## src/common/pwfms_defines.svh

```systemverilog
`ifndef PWFMS_DEFINES_SVH
`define PWFMS_DEFINES_SVH

`define PWFMS_DSCP_W       6
`define PWFMS_SEQ_W        16
`define PWFMS_LEN_W        16
`define PWFMS_FLOW_W       3
`define PWFMS_SESS_W       4
`define PWFMS_MTU_MIN      16'h07D0
`define PWFMS_MTU_RST      16'h07D0
`define PWFMS_DSCP_RST     6'h00
`define PWFMS_GAPCNT_W     16

`endif

```

## src/common/pwfms_pkg.sv

```systemverilog
`include "pwfms_defines.svh"

package pwfms_pkg;

    typedef enum logic [1:0] {
        PWFMS_KIND_CTRL,
        PWFMS_KIND_SESS,
        PWFMS_KIND_FLOW
    } pwfms_kind_type;

    typedef enum logic [1:0] {
        PWFMS_SEQ_INORDER,
        PWFMS_SEQ_AHEAD,
        PWFMS_SEQ_BEHIND,
        PWFMS_SEQ_FIRST
    } pwfms_seq_type;

    // upstream transmit descriptor
    typedef struct packed {
        pwfms_kind_type                 kind;
        logic [`PWFMS_SESS_W-1:0]       session;
        logic [`PWFMS_FLOW_W-1:0]       flow;
        logic [`PWFMS_LEN_W-1:0]        length;
    } pwfms_tx_type;

    // upstream marked header fields
    typedef struct packed {
        logic [`PWFMS_DSCP_W-1:0]       dscp;
        logic                           dont_frag;
        logic [`PWFMS_SESS_W-1:0]       session;
        logic [`PWFMS_FLOW_W-1:0]       flow;
        logic [`PWFMS_LEN_W-1:0]        length;
    } pwfms_mark_type;

    // downstream arrival descriptor
    typedef struct packed {
        logic [`PWFMS_DSCP_W-1:0]       outer_dscp;
        logic [`PWFMS_FLOW_W-1:0]       flow;
        logic [`PWFMS_SEQ_W-1:0]        seq;
        logic [`PWFMS_LEN_W-1:0]        length;
    } pwfms_rx_type;

    // downstream forward descriptor
    typedef struct packed {
        logic [`PWFMS_FLOW_W-1:0]       queue;
        logic [`PWFMS_SEQ_W-1:0]        seq;
        logic [`PWFMS_LEN_W-1:0]        length;
    } pwfms_fwd_type;

endpackage : pwfms_pkg

```

## src/logic/pwfms_top.sv

```systemverilog
`timescale 1ns/10ps
`default_nettype none
`include "pwfms_defines.svh"

module pwfms_top #(
    parameter int FLOWS    = 8,
    parameter int SESSIONS = 16
) (
    input  wire logic                          mclk,
    input  wire logic                          srst,
    // configuration written by control software from core-chosen values
    input  wire logic [`PWFMS_DSCP_W-1:0]      ctrl_dscp,
    input  wire logic [`PWFMS_DSCP_W-1:0]      sess_dscp_wdata,
    input  wire logic [`PWFMS_SESS_W-1:0]      sess_dscp_waddr,
    input  wire logic                          sess_dscp_we,
    input  wire logic [`PWFMS_DSCP_W-1:0]      flow_phb_wdata,
    input  wire logic [`PWFMS_FLOW_W-1:0]      flow_phb_waddr,
    input  wire logic                          flow_phb_we,
    input  wire logic [`PWFMS_LEN_W-1:0]       mtu_wdata,
    input  wire logic [`PWFMS_SESS_W-1:0]      mtu_waddr,
    input  wire logic                          mtu_we,
    input  wire logic [`PWFMS_LEN_W-1:0]       own_mtu,
    input  wire logic                          seq_reset,
    // session admission check
    input  wire logic                          adm_valid,
    input  wire logic [`PWFMS_LEN_W-1:0]       adm_core_mtu,
    input  wire logic [`PWFMS_LEN_W-1:0]       adm_need,
    output logic                               adm_done,
    output logic                               adm_refuse,
    output logic [`PWFMS_LEN_W-1:0]            adm_reply_mtu,
    // upstream transmit path
    input  wire logic                          tx_valid,
    input  wire pwfms_pkg::pwfms_tx_type       tx_desc,
    output logic                               mark_valid,
    output pwfms_pkg::pwfms_mark_type          mark_desc,
    output logic                               tx_oversize,
    // downstream receive path
    input  wire logic                          rx_valid,
    input  wire pwfms_pkg::pwfms_rx_type       rx_desc,
    output logic                               fwd_valid,
    output pwfms_pkg::pwfms_fwd_type           fwd_desc,
    output logic                               gap_event,
    output logic                               late_drop,
    output logic [`PWFMS_GAPCNT_W-1:0]         gap_count
);

    // ------------------------------------------------------------
    // parameter checks
    // ------------------------------------------------------------
    if (FLOWS < 1 || FLOWS > (1 << `PWFMS_FLOW_W)) begin : g_flows_bad
        $error("FLOWS out of range");
    end
    if (SESSIONS < 1 || SESSIONS > (1 << `PWFMS_SESS_W)) begin : g_sess_bad
        $error("SESSIONS out of range");
    end
    if (`PWFMS_MTU_MIN > ((1 << `PWFMS_LEN_W) - 1)) begin : g_mtu_bad
        $error("minimum MTU does not fit the length field");
    end
    if (`PWFMS_MTU_RST < `PWFMS_MTU_MIN) begin : g_mtu_rst_bad
        $error("reset MTU below the required minimum");
    end

    // ------------------------------------------------------------
    // helpers
    // ------------------------------------------------------------
    localparam logic [`PWFMS_SEQ_W-1:0]    SEQ_ONE = {{(`PWFMS_SEQ_W-1){1'b0}}, 1'b1};
    localparam logic [`PWFMS_GAPCNT_W-1:0] GAP_ONE = {{(`PWFMS_GAPCNT_W-1){1'b0}}, 1'b1};

    // narrower parameters must never index past the end of a table
    function automatic logic sess_in_range(input logic [`PWFMS_SESS_W-1:0] idx);
        return 32'(idx) < SESSIONS;
    endfunction : sess_in_range

    function automatic logic flow_in_range(input logic [`PWFMS_FLOW_W-1:0] idx);
        return 32'(idx) < FLOWS;
    endfunction : flow_in_range

    function automatic logic below_floor(input logic [`PWFMS_LEN_W-1:0] mtu);
        return mtu < `PWFMS_MTU_MIN;
    endfunction : below_floor

    // holds at all ones so software never sees the count wrap to zero
    function automatic logic [`PWFMS_GAPCNT_W-1:0] sat_inc(
        input logic [`PWFMS_GAPCNT_W-1:0] v
    );
        return (v == '1) ? v : v + GAP_ONE;
    endfunction : sat_inc

    // ------------------------------------------------------------
    // configuration tables
    // ------------------------------------------------------------
    logic [`PWFMS_DSCP_W-1:0] sess_dscp_reg [SESSIONS];
    logic [`PWFMS_DSCP_W-1:0] flow_phb_reg  [FLOWS];
    logic [`PWFMS_LEN_W-1:0]  mtu_reg       [SESSIONS];

    always_ff @(posedge mclk) begin
        if (srst) begin
            for (int i = 0; i < SESSIONS; i++) begin
                sess_dscp_reg[i] <= `PWFMS_DSCP_RST;
            end
        end else if (sess_dscp_we && sess_in_range(sess_dscp_waddr)) begin
            sess_dscp_reg[sess_dscp_waddr] <= sess_dscp_wdata;
        end
    end

    always_ff @(posedge mclk) begin
        if (srst) begin
            for (int i = 0; i < FLOWS; i++) begin
                flow_phb_reg[i] <= `PWFMS_DSCP_RST;
            end
        end else if (flow_phb_we && flow_in_range(flow_phb_waddr)) begin
            flow_phb_reg[flow_phb_waddr] <= flow_phb_wdata;
        end
    end

    always_ff @(posedge mclk) begin
        if (srst) begin
            for (int i = 0; i < SESSIONS; i++) begin
                mtu_reg[i] <= `PWFMS_MTU_RST;
            end
        end else if (mtu_we && sess_in_range(mtu_waddr)) begin
            mtu_reg[mtu_waddr] <= mtu_wdata;
        end
    end

    // ------------------------------------------------------------
    // session admission
    // ------------------------------------------------------------
    always_ff @(posedge mclk) begin
        if (srst) begin
            adm_done      <= 1'b0;
            adm_refuse    <= 1'b0;
            adm_reply_mtu <= `PWFMS_MTU_RST;
        end else begin
            adm_done <= adm_valid;
            if (adm_valid) begin
                adm_refuse    <= (adm_need > adm_core_mtu) ||
                                 below_floor(adm_core_mtu);
                adm_reply_mtu <= below_floor(own_mtu) ?
                                 `PWFMS_MTU_MIN : own_mtu;
            end
        end
    end

    // ------------------------------------------------------------
    // upstream marking
    // ------------------------------------------------------------
    logic [`PWFMS_DSCP_W-1:0] tx_dscp;
    logic                     tx_fits;

    always_comb begin
        tx_dscp = `PWFMS_DSCP_RST;
        unique case (tx_desc.kind)
            pwfms_pkg::PWFMS_KIND_CTRL: begin
                tx_dscp = ctrl_dscp;
            end
            pwfms_pkg::PWFMS_KIND_SESS: begin
                if (sess_in_range(tx_desc.session)) begin
                    tx_dscp = sess_dscp_reg[tx_desc.session];
                end
            end
            pwfms_pkg::PWFMS_KIND_FLOW: begin
                if (flow_in_range(tx_desc.flow)) begin
                    tx_dscp = flow_phb_reg[tx_desc.flow];
                end
            end
            default: begin
                tx_dscp = ctrl_dscp;
            end
        endcase
    end

    assign tx_fits = (tx_desc.kind == pwfms_pkg::PWFMS_KIND_CTRL) ||
                     (sess_in_range(tx_desc.session) &&
                      tx_desc.length <= mtu_reg[tx_desc.session]);

    always_ff @(posedge mclk) begin
        if (srst) begin
            mark_valid  <= 1'b0;
            tx_oversize <= 1'b0;
            mark_desc   <= '0;
        end else begin
            mark_valid  <= tx_valid && tx_fits;
            tx_oversize <= tx_valid && !tx_fits;
            if (tx_valid) begin
                mark_desc.dscp      <= tx_dscp;
                mark_desc.dont_frag <= 1'b1;
                mark_desc.session   <= tx_desc.session;
                mark_desc.flow      <= tx_desc.flow;
                mark_desc.length    <= tx_desc.length;
            end
        end
    end

    // ------------------------------------------------------------
    // downstream sequence check
    // ------------------------------------------------------------
    function automatic pwfms_pkg::pwfms_seq_type classify(
        input logic [`PWFMS_SEQ_W-1:0] got,
        input logic [`PWFMS_SEQ_W-1:0] want,
        input logic                    seen
    );
        logic [`PWFMS_SEQ_W-1:0] diff;
        diff = got - want;
        if (!seen)
            classify = pwfms_pkg::PWFMS_SEQ_FIRST;
        else if (diff == '0)
            classify = pwfms_pkg::PWFMS_SEQ_INORDER;
        else if (!diff[`PWFMS_SEQ_W-1])
            classify = pwfms_pkg::PWFMS_SEQ_AHEAD;
        else
            classify = pwfms_pkg::PWFMS_SEQ_BEHIND;
    endfunction : classify

    logic [`PWFMS_SEQ_W-1:0]  expect_reg [FLOWS];
    logic [FLOWS-1:0]         seen_reg;
    pwfms_pkg::pwfms_seq_type rx_cls;
    logic                     rx_ok;
    logic                     rx_fwd;
    logic                     rx_gap;
    logic                     rx_late;

    assign rx_ok   = rx_valid && flow_in_range(rx_desc.flow);
    // a clear in the same cycle makes the arrival the first of its flow
    assign rx_cls  = classify(rx_desc.seq, expect_reg[rx_desc.flow],
                              seen_reg[rx_desc.flow] && !seq_reset);
    assign rx_fwd  = rx_ok && rx_cls != pwfms_pkg::PWFMS_SEQ_BEHIND;
    assign rx_gap  = rx_ok && rx_cls == pwfms_pkg::PWFMS_SEQ_AHEAD;
    // no reorder store: a late arrival is dropped at once
    assign rx_late = rx_ok && rx_cls == pwfms_pkg::PWFMS_SEQ_BEHIND;

    always_ff @(posedge mclk) begin
        if (srst) begin
            seen_reg <= '0;
        end else begin
            if (seq_reset) begin
                seen_reg <= '0;
            end
            // the arrival's set wins over a clear in the same cycle
            if (rx_fwd) begin
                seen_reg[rx_desc.flow] <= 1'b1;
            end
        end
    end

    always_ff @(posedge mclk) begin
        if (srst) begin
            for (int i = 0; i < FLOWS; i++) begin
                expect_reg[i] <= '0;
            end
        end else begin
            if (seq_reset) begin
                for (int i = 0; i < FLOWS; i++) begin
                    expect_reg[i] <= '0;
                end
            end
            // skipped numbers are passed and never forwarded later
            if (rx_fwd) begin
                expect_reg[rx_desc.flow] <= rx_desc.seq + SEQ_ONE;
            end
        end
    end

    always_ff @(posedge mclk) begin
        if (srst) begin
            fwd_valid <= 1'b0;
            fwd_desc  <= '0;
            gap_event <= 1'b0;
            late_drop <= 1'b0;
        end else begin
            fwd_valid <= rx_fwd;
            gap_event <= rx_gap;
            late_drop <= rx_late;
            if (rx_ok) begin
                // queue chosen by inner flow, outer dscp ignored
                fwd_desc.queue  <= rx_desc.flow;
                fwd_desc.seq    <= rx_desc.seq;
                fwd_desc.length <= rx_desc.length;
            end
        end
    end

    always_ff @(posedge mclk) begin
        if (srst) begin
            gap_count <= '0;
        end else if (rx_gap) begin
            gap_count <= sat_inc(gap_count);
        end
    end

endmodule : pwfms_top

`default_nettype wire

```

## config.mk

```make
export PLATFORM = sky130hd
export DESIGN_NAME = pwfms_top
export DESIGN_NICKNAME = d
export VERILOG_FILES = /design/src/common/pwfms_pkg.sv /design/src/logic/pwfms_top.sv
export VERILOG_INCLUDE_DIRS = /design/src /design/src/common
export SDC_FILE = /design/constraint.sdc
export NUM_CORES = 1
export LEC_CHECK = 0
export ABC_AREA = 1
export BUFFER_PORTS_ARGS = -buffer_cell sky130_fd_sc_hd__buf_2
export CORE_UTILIZATION = 65
export DETAILED_ROUTE_END_ITERATION = 8
export GPL_TIMING_DRIVEN = 1
export HOLD_SLACK_MARGIN = 0.15
export PLACE_DENSITY = 0.83
export SYNTH_ARGS = -nofsm -noshare
export SYNTH_HDL_FRONTEND = slang
export SYNTH_SLANG_ARGS = --single-unit
export TNS_END_PERCENT = 100
```

## constraint.sdc

```tcl
create_clock -name mclk -period 13.19 [get_ports mclk]
set_clock_uncertainty 0.05 [all_clocks]
set_input_delay 2.638 -clock mclk [delete_from_list [all_inputs] [get_ports mclk]]
set_output_delay 2.638 -clock mclk [all_outputs]
set_load 0.03 [all_outputs]
```

==> results of run 1 <==
[worst max-delay path by stage]
stage / end / slack (ns) / depth (start not counted)
floorplan: expect_reg[7][0] / 6.95 / 26
global placement: expect_reg[7][1] / 5.72 / 24
detailed placement: expect_reg[7][1] / 5.63 / 24
CTS: expect_reg[7][15] / 6.24 / 24
global route: expect_reg[7][15] / 5.79 / 24
finish: expect_reg[7][15] / 6.06 / 24
[metrics by stage]
stage | area, µm² | util, % | hold slack (ns) | setup slack (ns) | power [mW]
detailed placement | 31400 | 69.0 | 0.396 | 5.63 | 2.87
global route | 33500 | 73.6 | 0.424 | 5.79 | 4.78
CTS | 33500 | 73.6 | 0.408 | 6.24 | 4.64
floorplan | 30100 | - | 0.392 | 6.95 | 2.69
finish | 33500 | 73.6 | 0.406 | 6.06 | 4.66
global placement | 31400 | 69.0 | 0.395 | 5.72 | 2.85
[cells in the final DEF (no fill, tap or decap), types with 26 or more instances in the layout]
cell	netlist	layout
nor2_2	30	30
o211ai_1	32	32
nand2_1	410	410
inv_1	209	207
nand3_1	84	84
dfxtp_1	112	112
edfxtp_1	528	528
nand4_1	36	36
ha_1	52	52
nor2_1	751	751
clkbuf_16	0	67
nand2_2	26	26
a21oi_1	65	65
buf_2	7	264
o221ai_1	73	73
o21ai_0	283	283
[critical path, cell delays in order]
cell and delay [ns]:
buf_2 0.22, inv_2 0.11, nand3_1 0.12, clkinv_1 0.60, a22o_1 0.44, a221oi_1 0.41, nand4_1 0.17, inv_1 0.13
ha_1 0.34, nand2_4 0.11, nand2_4 0.05, clkinv_2 0.05, nand2_2 0.06, nand3_1 0.14, nand3_2 0.12, nand2_2 0.09
nand2_1 0.05, nand3_1 0.11, nand2_4 0.09, nand3_2 0.10, nand3_4 0.12, inv_12 0.20, nand2_8 0.15, nand2_1 0.65
[layout make-up]
class | instances | area, µm² | share of cell area [%]
sequential | 640 | 18100 | 54.1
multi-input combinational | 2027 | 10300 | 30.6
clock buffer | 97 | 1870 | 5.59
timing repair buffer | 274 | 1400 | 4.17
inverter | 228 | 890 | 2.66
tap | 600 | 751 | 2.24
clock inverter | 23 | 204 | 0.609
antenna | 6 | 15.0 | 0.0448
[power breakdown]
part	total (mW)	switching [mW]	internal (mW)
clock network	1.81	0.782	1.03
registers	2.33	0.0369	2.30
logic	0.511	0.375	0.135
[layer usage]
metal,share of wire [%],vias to the layer above
li1,-,10879
met5,0,-
met4,5.3,0
met3,11,261
met2,49,1641
met1,35,11364
[logic make-up (layout without fill, tap and decap cells)]
| kind of cell | count (synthesis) | count (layout) | synth area share (%) |
|---|---|---|---|
| adder cells (fa/ha/maj) | 53 | 53 | 2.23 |
| XOR/XNOR | 28 | 28 | 0.841 |
| AO/OA/AOI/OAI | 545 | 545 | 11.1 |
| buffers and inverters | 400 | 622 | 5.66 |
| other | 0 | 6 | 0 |
| AND/OR/NAND/NOR | 1401 | 1401 | 20.0 |
| flip-flops | 640 | 640 | 60.2 |
==> run_summary.xml, run 1 <==
<?xml version="1.0" encoding="UTF-8"?>
<metrics>
  <group name="route">
    <metric name="detail_route.first_pass.iterations" unit="">6</metric>
    <metric name="remaining_drc_errors" unit="">0</metric>
    <metric name="ant_nets" unit="">0</metric>
    <metric name="wire_per_inst" unit="µm">21.8</metric>
    <metric name="post_drt_via_cell_ratio" unit="">6.20</metric>
    <metric name="route.final.wire_length" unit="µm">85100</metric>
    <metric name="starting_drt_drc_count" unit="">3205</metric>
    <metric name="detailroute.via_count" unit="">24145</metric>
  </group>
  <group name="cts">
    <metric name="clk-insertion-delay-late" unit="ns">0.62</metric>
    <metric name="clock_tree.htree_level_count" unit="">3</metric>
    <metric name="cts_tree" unit="">built</metric>
    <metric name="path_clk_slew" unit="ns">0.06</metric>
    <metric name="max_root_sink_buffers" unit="">3</metric>
    <metric name="ctsResizeCount" unit="">0</metric>
    <metric name="cts-buffers-inserted" unit="">66</metric>
    <metric name="cts.root.buffer_cell" unit="">clkbuf_16</metric>
    <metric name="clock-sinks" unit="">640</metric>
    <metric name="cts.hold.buffers_added" unit="">0</metric>
    <metric name="post_cts_setup_buffer_count" unit="">0</metric>
  </group>
  <group name="setup_path">
    <metric name="cp_data_required_time" unit="ns">13.37</metric>
    <metric name="cp_max_fo" unit="">18</metric>
    <metric name="critical_path_start_type" unit="">primary input</metric>
    <metric name="regToRegSetupSlack" unit="ns">9.00</metric>
    <metric name="cp.arrival" unit="ns">7.32</metric>
    <metric name="critical_path.reg2reg.startpoint" unit="">expect_reg[3][2]</metric>
    <metric name="critical_path.startpoint" unit="">rx_desc[33]</metric>
    <metric name="critical_path.endpoint_type" unit="">flip-flop</metric>
    <metric name="r2r.worst_path.cells" unit="">20</metric>
    <metric name="crit-reg2reg-capture" unit="">expect_reg[7][15]</metric>
    <metric name="worst-setup-path-type" unit="">in -&gt; reg</metric>
  </group>
  <group name="cells_and_area">
    <metric name="final_instance_count_without_filler_cells" unit="">3895</metric>
    <metric name="proportion_of_layout_cells_with_a_drive_suffix_above_1" unit="%">14.7</metric>
    <metric name="fill_cells" unit="">3095</metric>
    <metric name="largest_register_ffs" unit="">256</metric>
    <metric name="final_nets" unit="">3458</metric>
    <metric name="flow.area_growth_from_synthesis" unit="%">11.4</metric>
  </group>
  <group name="global_routing">
    <metric name="grt_use_met3" unit="%">7.00</metric>
    <metric name="first_global_vias" unit="">23242</metric>
    <metric name="wire_length_of_the_first_global_routing_pass" unit="µm">128000</metric>
    <metric name="grt-ovfl-total" unit="">0</metric>
    <metric name="grt_busiest_layer" unit="">met2</metric>
    <metric name="grt.met2_usage" unit="%">60.3</metric>
    <metric name="met1_usage" unit="%">42.9</metric>
    <metric name="grt_usage" unit="%">35.8</metric>
    <metric name="grt_start_max_net_pins" unit="">104</metric>
    <metric name="antenna_found_initial" unit="">6</metric>
  </group>
  <group name="die">
    <metric name="dieWidth" unit="µm">217</metric>
    <metric name="design.portCount" unit="">272</metric>
    <metric name="die_h" unit="µm">217</metric>
    <metric name="start_util" unit="%">66.1</metric>
    <metric name="placement_rows" unit="">78</metric>
    <metric name="core" unit="µm²">45500</metric>
    <metric name="dieArea" unit="µm²">47100</metric>
  </group>
  <group name="sta">
    <metric name="totalNegativeSetupSlack" unit="ns">0</metric>
    <metric name="post-route-period-util" unit="%">54.1</metric>
    <metric name="setup_repair_after_global_routing_missed_its_margin" unit="">false</metric>
    <metric name="worst_slew_pin_slew" unit="ns">1.21</metric>
    <metric name="timing_max_transition_violations_final" unit="">0</metric>
    <metric name="clock_period_minus_worst_slack" unit="ns">7.13</metric>
    <metric name="report.final.hold_viol_count" unit="">0</metric>
    <metric name="achievable-frequency" unit="GHz">0.140</metric>
    <metric name="timing.slew.headroom" unit="%">19.2</metric>
    <metric name="finalSetupViolations" unit="">0</metric>
  </group>
  <group name="place">
    <metric name="hpwl" unit="µm">55900</metric>
    <metric name="placed_cells_incl_taps" unit="">3769</metric>
    <metric name="buffer_ports.inserted" unit="">265</metric>
    <metric name="place_congestion" unit="">1.00</metric>
  </group>
  <group name="power_and_ir_drop">
    <metric name="ir_drop" unit="mV">0.104</metric>
    <metric name="power_density" unit="nW/µm²">139</metric>
    <metric name="p_leak" unit="nW">13.3</metric>
  </group>
  <group name="yosys">
    <metric name="synth.yosys.seq_area_share" unit="%">60.2</metric>
    <metric name="ys.warnings.count" unit="">0</metric>
    <metric name="synthesis.area_per_instance" unit="µm²">9.80</metric>
    <metric name="synth_area_leaders" unit="">edfxtp_1 (53%), nor2_1 (9.4%), dfxtp_1 (7.5%)</metric>
    <metric name="syn_inst" unit="">3067</metric>
    <metric name="top_area_cell_type_share_of_the_netlist_area" unit="%">52.8</metric>
    <metric name="netlist.top_cell.by_area" unit="">edfxtp_1</metric>
    <metric name="synth_async_sr_flop_share" unit="%">0</metric>
    <metric name="syn-cell-area" unit="µm²">30100</metric>
    <metric name="netlist_top_cells_count" unit="">nor2_1 (751), edfxtp_1 (528), nand2_1 (410)</metric>
    <metric name="dominantRegCellSynth" unit="">edfxtp_1</metric>
    <metric name="synth_cell_type_count" unit="">58</metric>
    <metric name="synth.ff_latch_count" unit="">640</metric>
    <metric name="number_of_enable_type_register_cells_in_the_synthesized_netlist" unit="">528</metric>
    <metric name="syn-num-nets" unit="">3288</metric>
    <metric name="synthMostInstantiatedCell" unit="">nor2_1</metric>
  </group>
  <group name="run_status">
    <metric name="run_status" unit="">finished, final reports clean</metric>
  </group>
  <group name="run">
    <metric name="max_cap_violations" unit="">0</metric>
  </group>
  <group name="hold_path">
    <metric name="worstHoldStart" unit="">mark_desc[23]</metric>
    <metric name="worst_hold_path_class" unit="">reg -&gt; reg</metric>
    <metric name="hold_depth" unit="">2</metric>
    <metric name="terminating_pin_of_the_worst_hold_path" unit="">mark_desc[23]</metric>
  </group>
</metrics>
Note: power is estimated with default switching activity, not from simulation.
==> run 2: changes to the inputs <==
- CORE_UTILIZATION: 65 -> 54
- PLACE_DENSITY: 0.83 -> 0.73
- clock period: 13.19 -> 6 ns (I/O delays scaled with it)
==> run_summary.xml, run 2 (synthesis results as in run 1) <==
<?xml version="1.0" encoding="UTF-8"?>
<metrics>
  <group name="run_status">
    <metric name="run_status" unit="">finished, final reports clean</metric>
  </group>
  <group name="sta">
    <metric name="clock_period_minus_worst_slack" unit="ns">4.99</metric>
    <metric name="totalNegativeSetupSlack" unit="ns">0</metric>
    <metric name="report.final.hold_viol_count" unit="">0</metric>
    <metric name="timing_max_transition_violations_final" unit="">0</metric>
    <metric name="achievable-frequency" unit="GHz">0.200</metric>
    <metric name="timing.slew.headroom" unit="%">28.4</metric>
    <metric name="post-route-period-util" unit="%">83.2</metric>
    <metric name="finalSetupViolations" unit="">0</metric>
    <metric name="setup_repair_after_global_routing_missed_its_margin" unit="">false</metric>
    <metric name="worst_slew_pin_slew" unit="ns">1.07</metric>
  </group>
  <group name="cells_and_area">
    <metric name="regArea" unit="µm²">18100</metric>
    <metric name="combined_area_of_the_multi_input_logic_cells" unit="µm²">10300</metric>
    <metric name="flow.area_growth_from_synthesis" unit="%">13.2</metric>
    <metric name="layout_common_cells" unit="">nor2_1 (751), edfxtp_1 (528), nand2_1 (410)</metric>
    <metric name="mostFrequentLayoutCell" unit="">nor2_1</metric>
    <metric name="largest_register_ffs" unit="">256</metric>
    <metric name="fill_cells" unit="">4482</metric>
    <metric name="proportion_of_layout_cells_with_a_drive_suffix_above_1" unit="%">15.4</metric>
    <metric name="final_nets" unit="">3487</metric>
  </group>
  <group name="die">
    <metric name="placement_rows" unit="">86</metric>
    <metric name="dieArea" unit="µm²">56600</metric>
    <metric name="die_h" unit="µm">238</metric>
    <metric name="dieWidth" unit="µm">238</metric>
    <metric name="start_util" unit="%">54.5</metric>
    <metric name="core" unit="µm²">55100</metric>
    <metric name="design.portCount" unit="">272</metric>
  </group>
  <group name="power_and_ir_drop">
    <metric name="p_leak" unit="nW">13.5</metric>
    <metric name="clkPwrFrac" unit="%">40.2</metric>
    <metric name="power.sequential.fraction" unit="%">49.1</metric>
    <metric name="netSwitchingPower" unit="mW">2.69</metric>
    <metric name="netSwitchingFraction" unit="%">25.7</metric>
    <metric name="totalPowerFinal" unit="mW">10.5</metric>
    <metric name="comb_power_share" unit="%">10.7</metric>
    <metric name="total_internal_power" unit="mW">7.77</metric>
    <metric name="ir_drop" unit="mV">0.198</metric>
    <metric name="power_density" unit="nW/µm²">307</metric>
  </group>
  <group name="global_routing">
    <metric name="first_global_vias" unit="">22917</metric>
    <metric name="wire_length_of_the_first_global_routing_pass" unit="µm">129000</metric>
    <metric name="grt_start_max_net_pins" unit="">91</metric>
    <metric name="antenna_found_initial" unit="">6</metric>
    <metric name="grt_usage" unit="%">29.8</metric>
    <metric name="grt-ovfl-total" unit="">0</metric>
  </group>
  <group name="setup_path">
    <metric name="cp.arrival" unit="ns">5.19</metric>
    <metric name="cp_cell_sequence" unit="">buf_2 -&gt; inv_4 -&gt; nand3_1 -&gt; clkinv_1 -&gt; nand2_1 -&gt; nand2_1 -&gt; a221oi_1 -&gt; nand3_1 -&gt; inv_1 -&gt; ha_1 -&gt; nand2_1 -&gt; nand2_1 -&gt; a21oi_1 -&gt; nand3_2 -&gt; nand2_2 -&gt; nand2_1 -&gt; nand3_1 -&gt; nand2_4 -&gt; nand3_2 -&gt; nand3_4 -&gt; inv_12 -&gt; nand2_8 -&gt; nand2_2</metric>
    <metric name="worst_path_most_repeated_cell" unit="">nand2_1</metric>
    <metric name="worst-setup-path-type" unit="">in -&gt; reg</metric>
    <metric name="critical_path_start_type" unit="">primary input</metric>
    <metric name="worst_path_largest_cell_delay" unit="ns">0.45</metric>
    <metric name="cp_max_fo" unit="">18</metric>
    <metric name="critical_path.endpoint_type" unit="">flip-flop</metric>
    <metric name="cp_data_required_time" unit="ns">6.20</metric>
    <metric name="timing.critical_path.slowest_stage_cell" unit="">a221oi_1</metric>
    <metric name="cp.buffers_inverters" unit="">5</metric>
    <metric name="cp_top_family" unit="">simple AND/OR/NAND/NOR gates</metric>
  </group>
  <group name="cts">
    <metric name="clock-sinks" unit="">640</metric>
    <metric name="ctsResizeCount" unit="">0</metric>
    <metric name="clock_tree.htree_level_count" unit="">3</metric>
    <metric name="clk-insertion-delay-late" unit="ns">0.62</metric>
    <metric name="cts_tree" unit="">built</metric>
    <metric name="cts.root.buffer_cell" unit="">clkbuf_16</metric>
    <metric name="max_root_sink_buffers" unit="">3</metric>
    <metric name="post_cts_setup_buffer_count" unit="">0</metric>
    <metric name="path_clk_slew" unit="ns">0.06</metric>
    <metric name="cts-buffers-inserted" unit="">69</metric>
    <metric name="cts.hold.buffers_added" unit="">0</metric>
  </group>
  <group name="route">
    <metric name="ant_nets" unit="">0</metric>
    <metric name="remaining_drc_errors" unit="">0</metric>
    <metric name="wire_per_inst" unit="µm">20.8</metric>
    <metric name="post_drt_via_cell_ratio" unit="">5.84</metric>
    <metric name="detail_route.first_pass.iterations" unit="">6</metric>
    <metric name="starting_drt_drc_count" unit="">2356</metric>
    <metric name="route.final.wire_length" unit="µm">84700</metric>
    <metric name="detailroute.via_count" unit="">23815</metric>
  </group>
  <group name="place">
    <metric name="place_congestion" unit="">0.921</metric>
    <metric name="buffer_ports.inserted" unit="">265</metric>
    <metric name="hpwl" unit="µm">58600</metric>
  </group>
  <group name="hold_path">
    <metric name="worst_hold_path_class" unit="">reg -&gt; reg</metric>
  </group>
  <group name="run">
    <metric name="max_cap_violations" unit="">0</metric>
  </group>
</metrics>
==> run 2: cell types whose count changed in the layout (fill, tap and decap cells not counted), sizes merged <==
cell	change
clkinvlp	-1
bufinv	+3
clkinv	+9
clkbuf	-7
buf	+26
inv	+2
==> run 2: worst min-delay path, stage by stage, from the launching register on <==
cell	delay (ns)
dfxtp_1	0.32
o22ai_1	0.07
nand2_1	0.05
==> run 2: routing by layer <==
layer | wire (µm) | global-route usage [%] | part of all wire (%) | vias up
met1 | 32600 | 36.6 | 38 | 11503
met3 | 6930 | 5.08 | 8.2 | 181
met2 | 41700 | 51.0 | 49 | 1193
met5 | 0 | 0 | 0 | -
met4 | 3450 | 14.3 | 4.1 | 0
li1 | - | - | - | 10938
==> run 2: path summary, 6_finish.rpt <==
path	start	end	slack [ns]	cells past startpoint
setup / recovery	rx_desc[32]	expect_reg[5][13]	1.01	23
hold / removal	adm_reply_mtu[10]	adm_reply_mtu[10]	0.41	2
setup reg to reg	expect_reg[3][10]	expect_reg[5][13]	2.11	18
hold reg to reg	adm_reply_mtu[10]	adm_reply_mtu[10]	0.41	2
==> run 2: layout make-up <==
cell class	instances	area share, %
Clock buffer	90	5.43
Clock inverter	36	1.11
Antenna cell	6	0.0441
Timing Repair Buffer	300	4.71
Sequential cell	640	53.2
Multi-Input combinational cell	2027	30.1
Inverter	228	2.62
Tap cell	748	2.75
==> run 2: metrics by stage <==
step,instance area (µm²),hold WS [ns],worst slack (ns),util [%],std cells
floorplan,30100,0.392,1.20,-,3067
global placement,31800,0.401,0.479,57.7,3943
detailed placement,31800,0.404,0.373,57.7,3943
CTS,34000,0.415,1.01,61.7,4069
global route,34000,0.434,0.738,61.7,4073
finish,34000,0.413,1.01,61.8,4075
==> run 2: power groups by stage <==
stage	Combinational [mW]	Sequential (mW)	Clock [mW]
6_report	1.12	5.13	4.21
5_1_grt	1.22	5.15	4.40
4_1_cts	1.11	5.13	4.23
2_1_floorplan	0.643	5.27	0
3_3_place_gp	1.08	5.21	0
3_5_place_dp	1.10	5.22	0
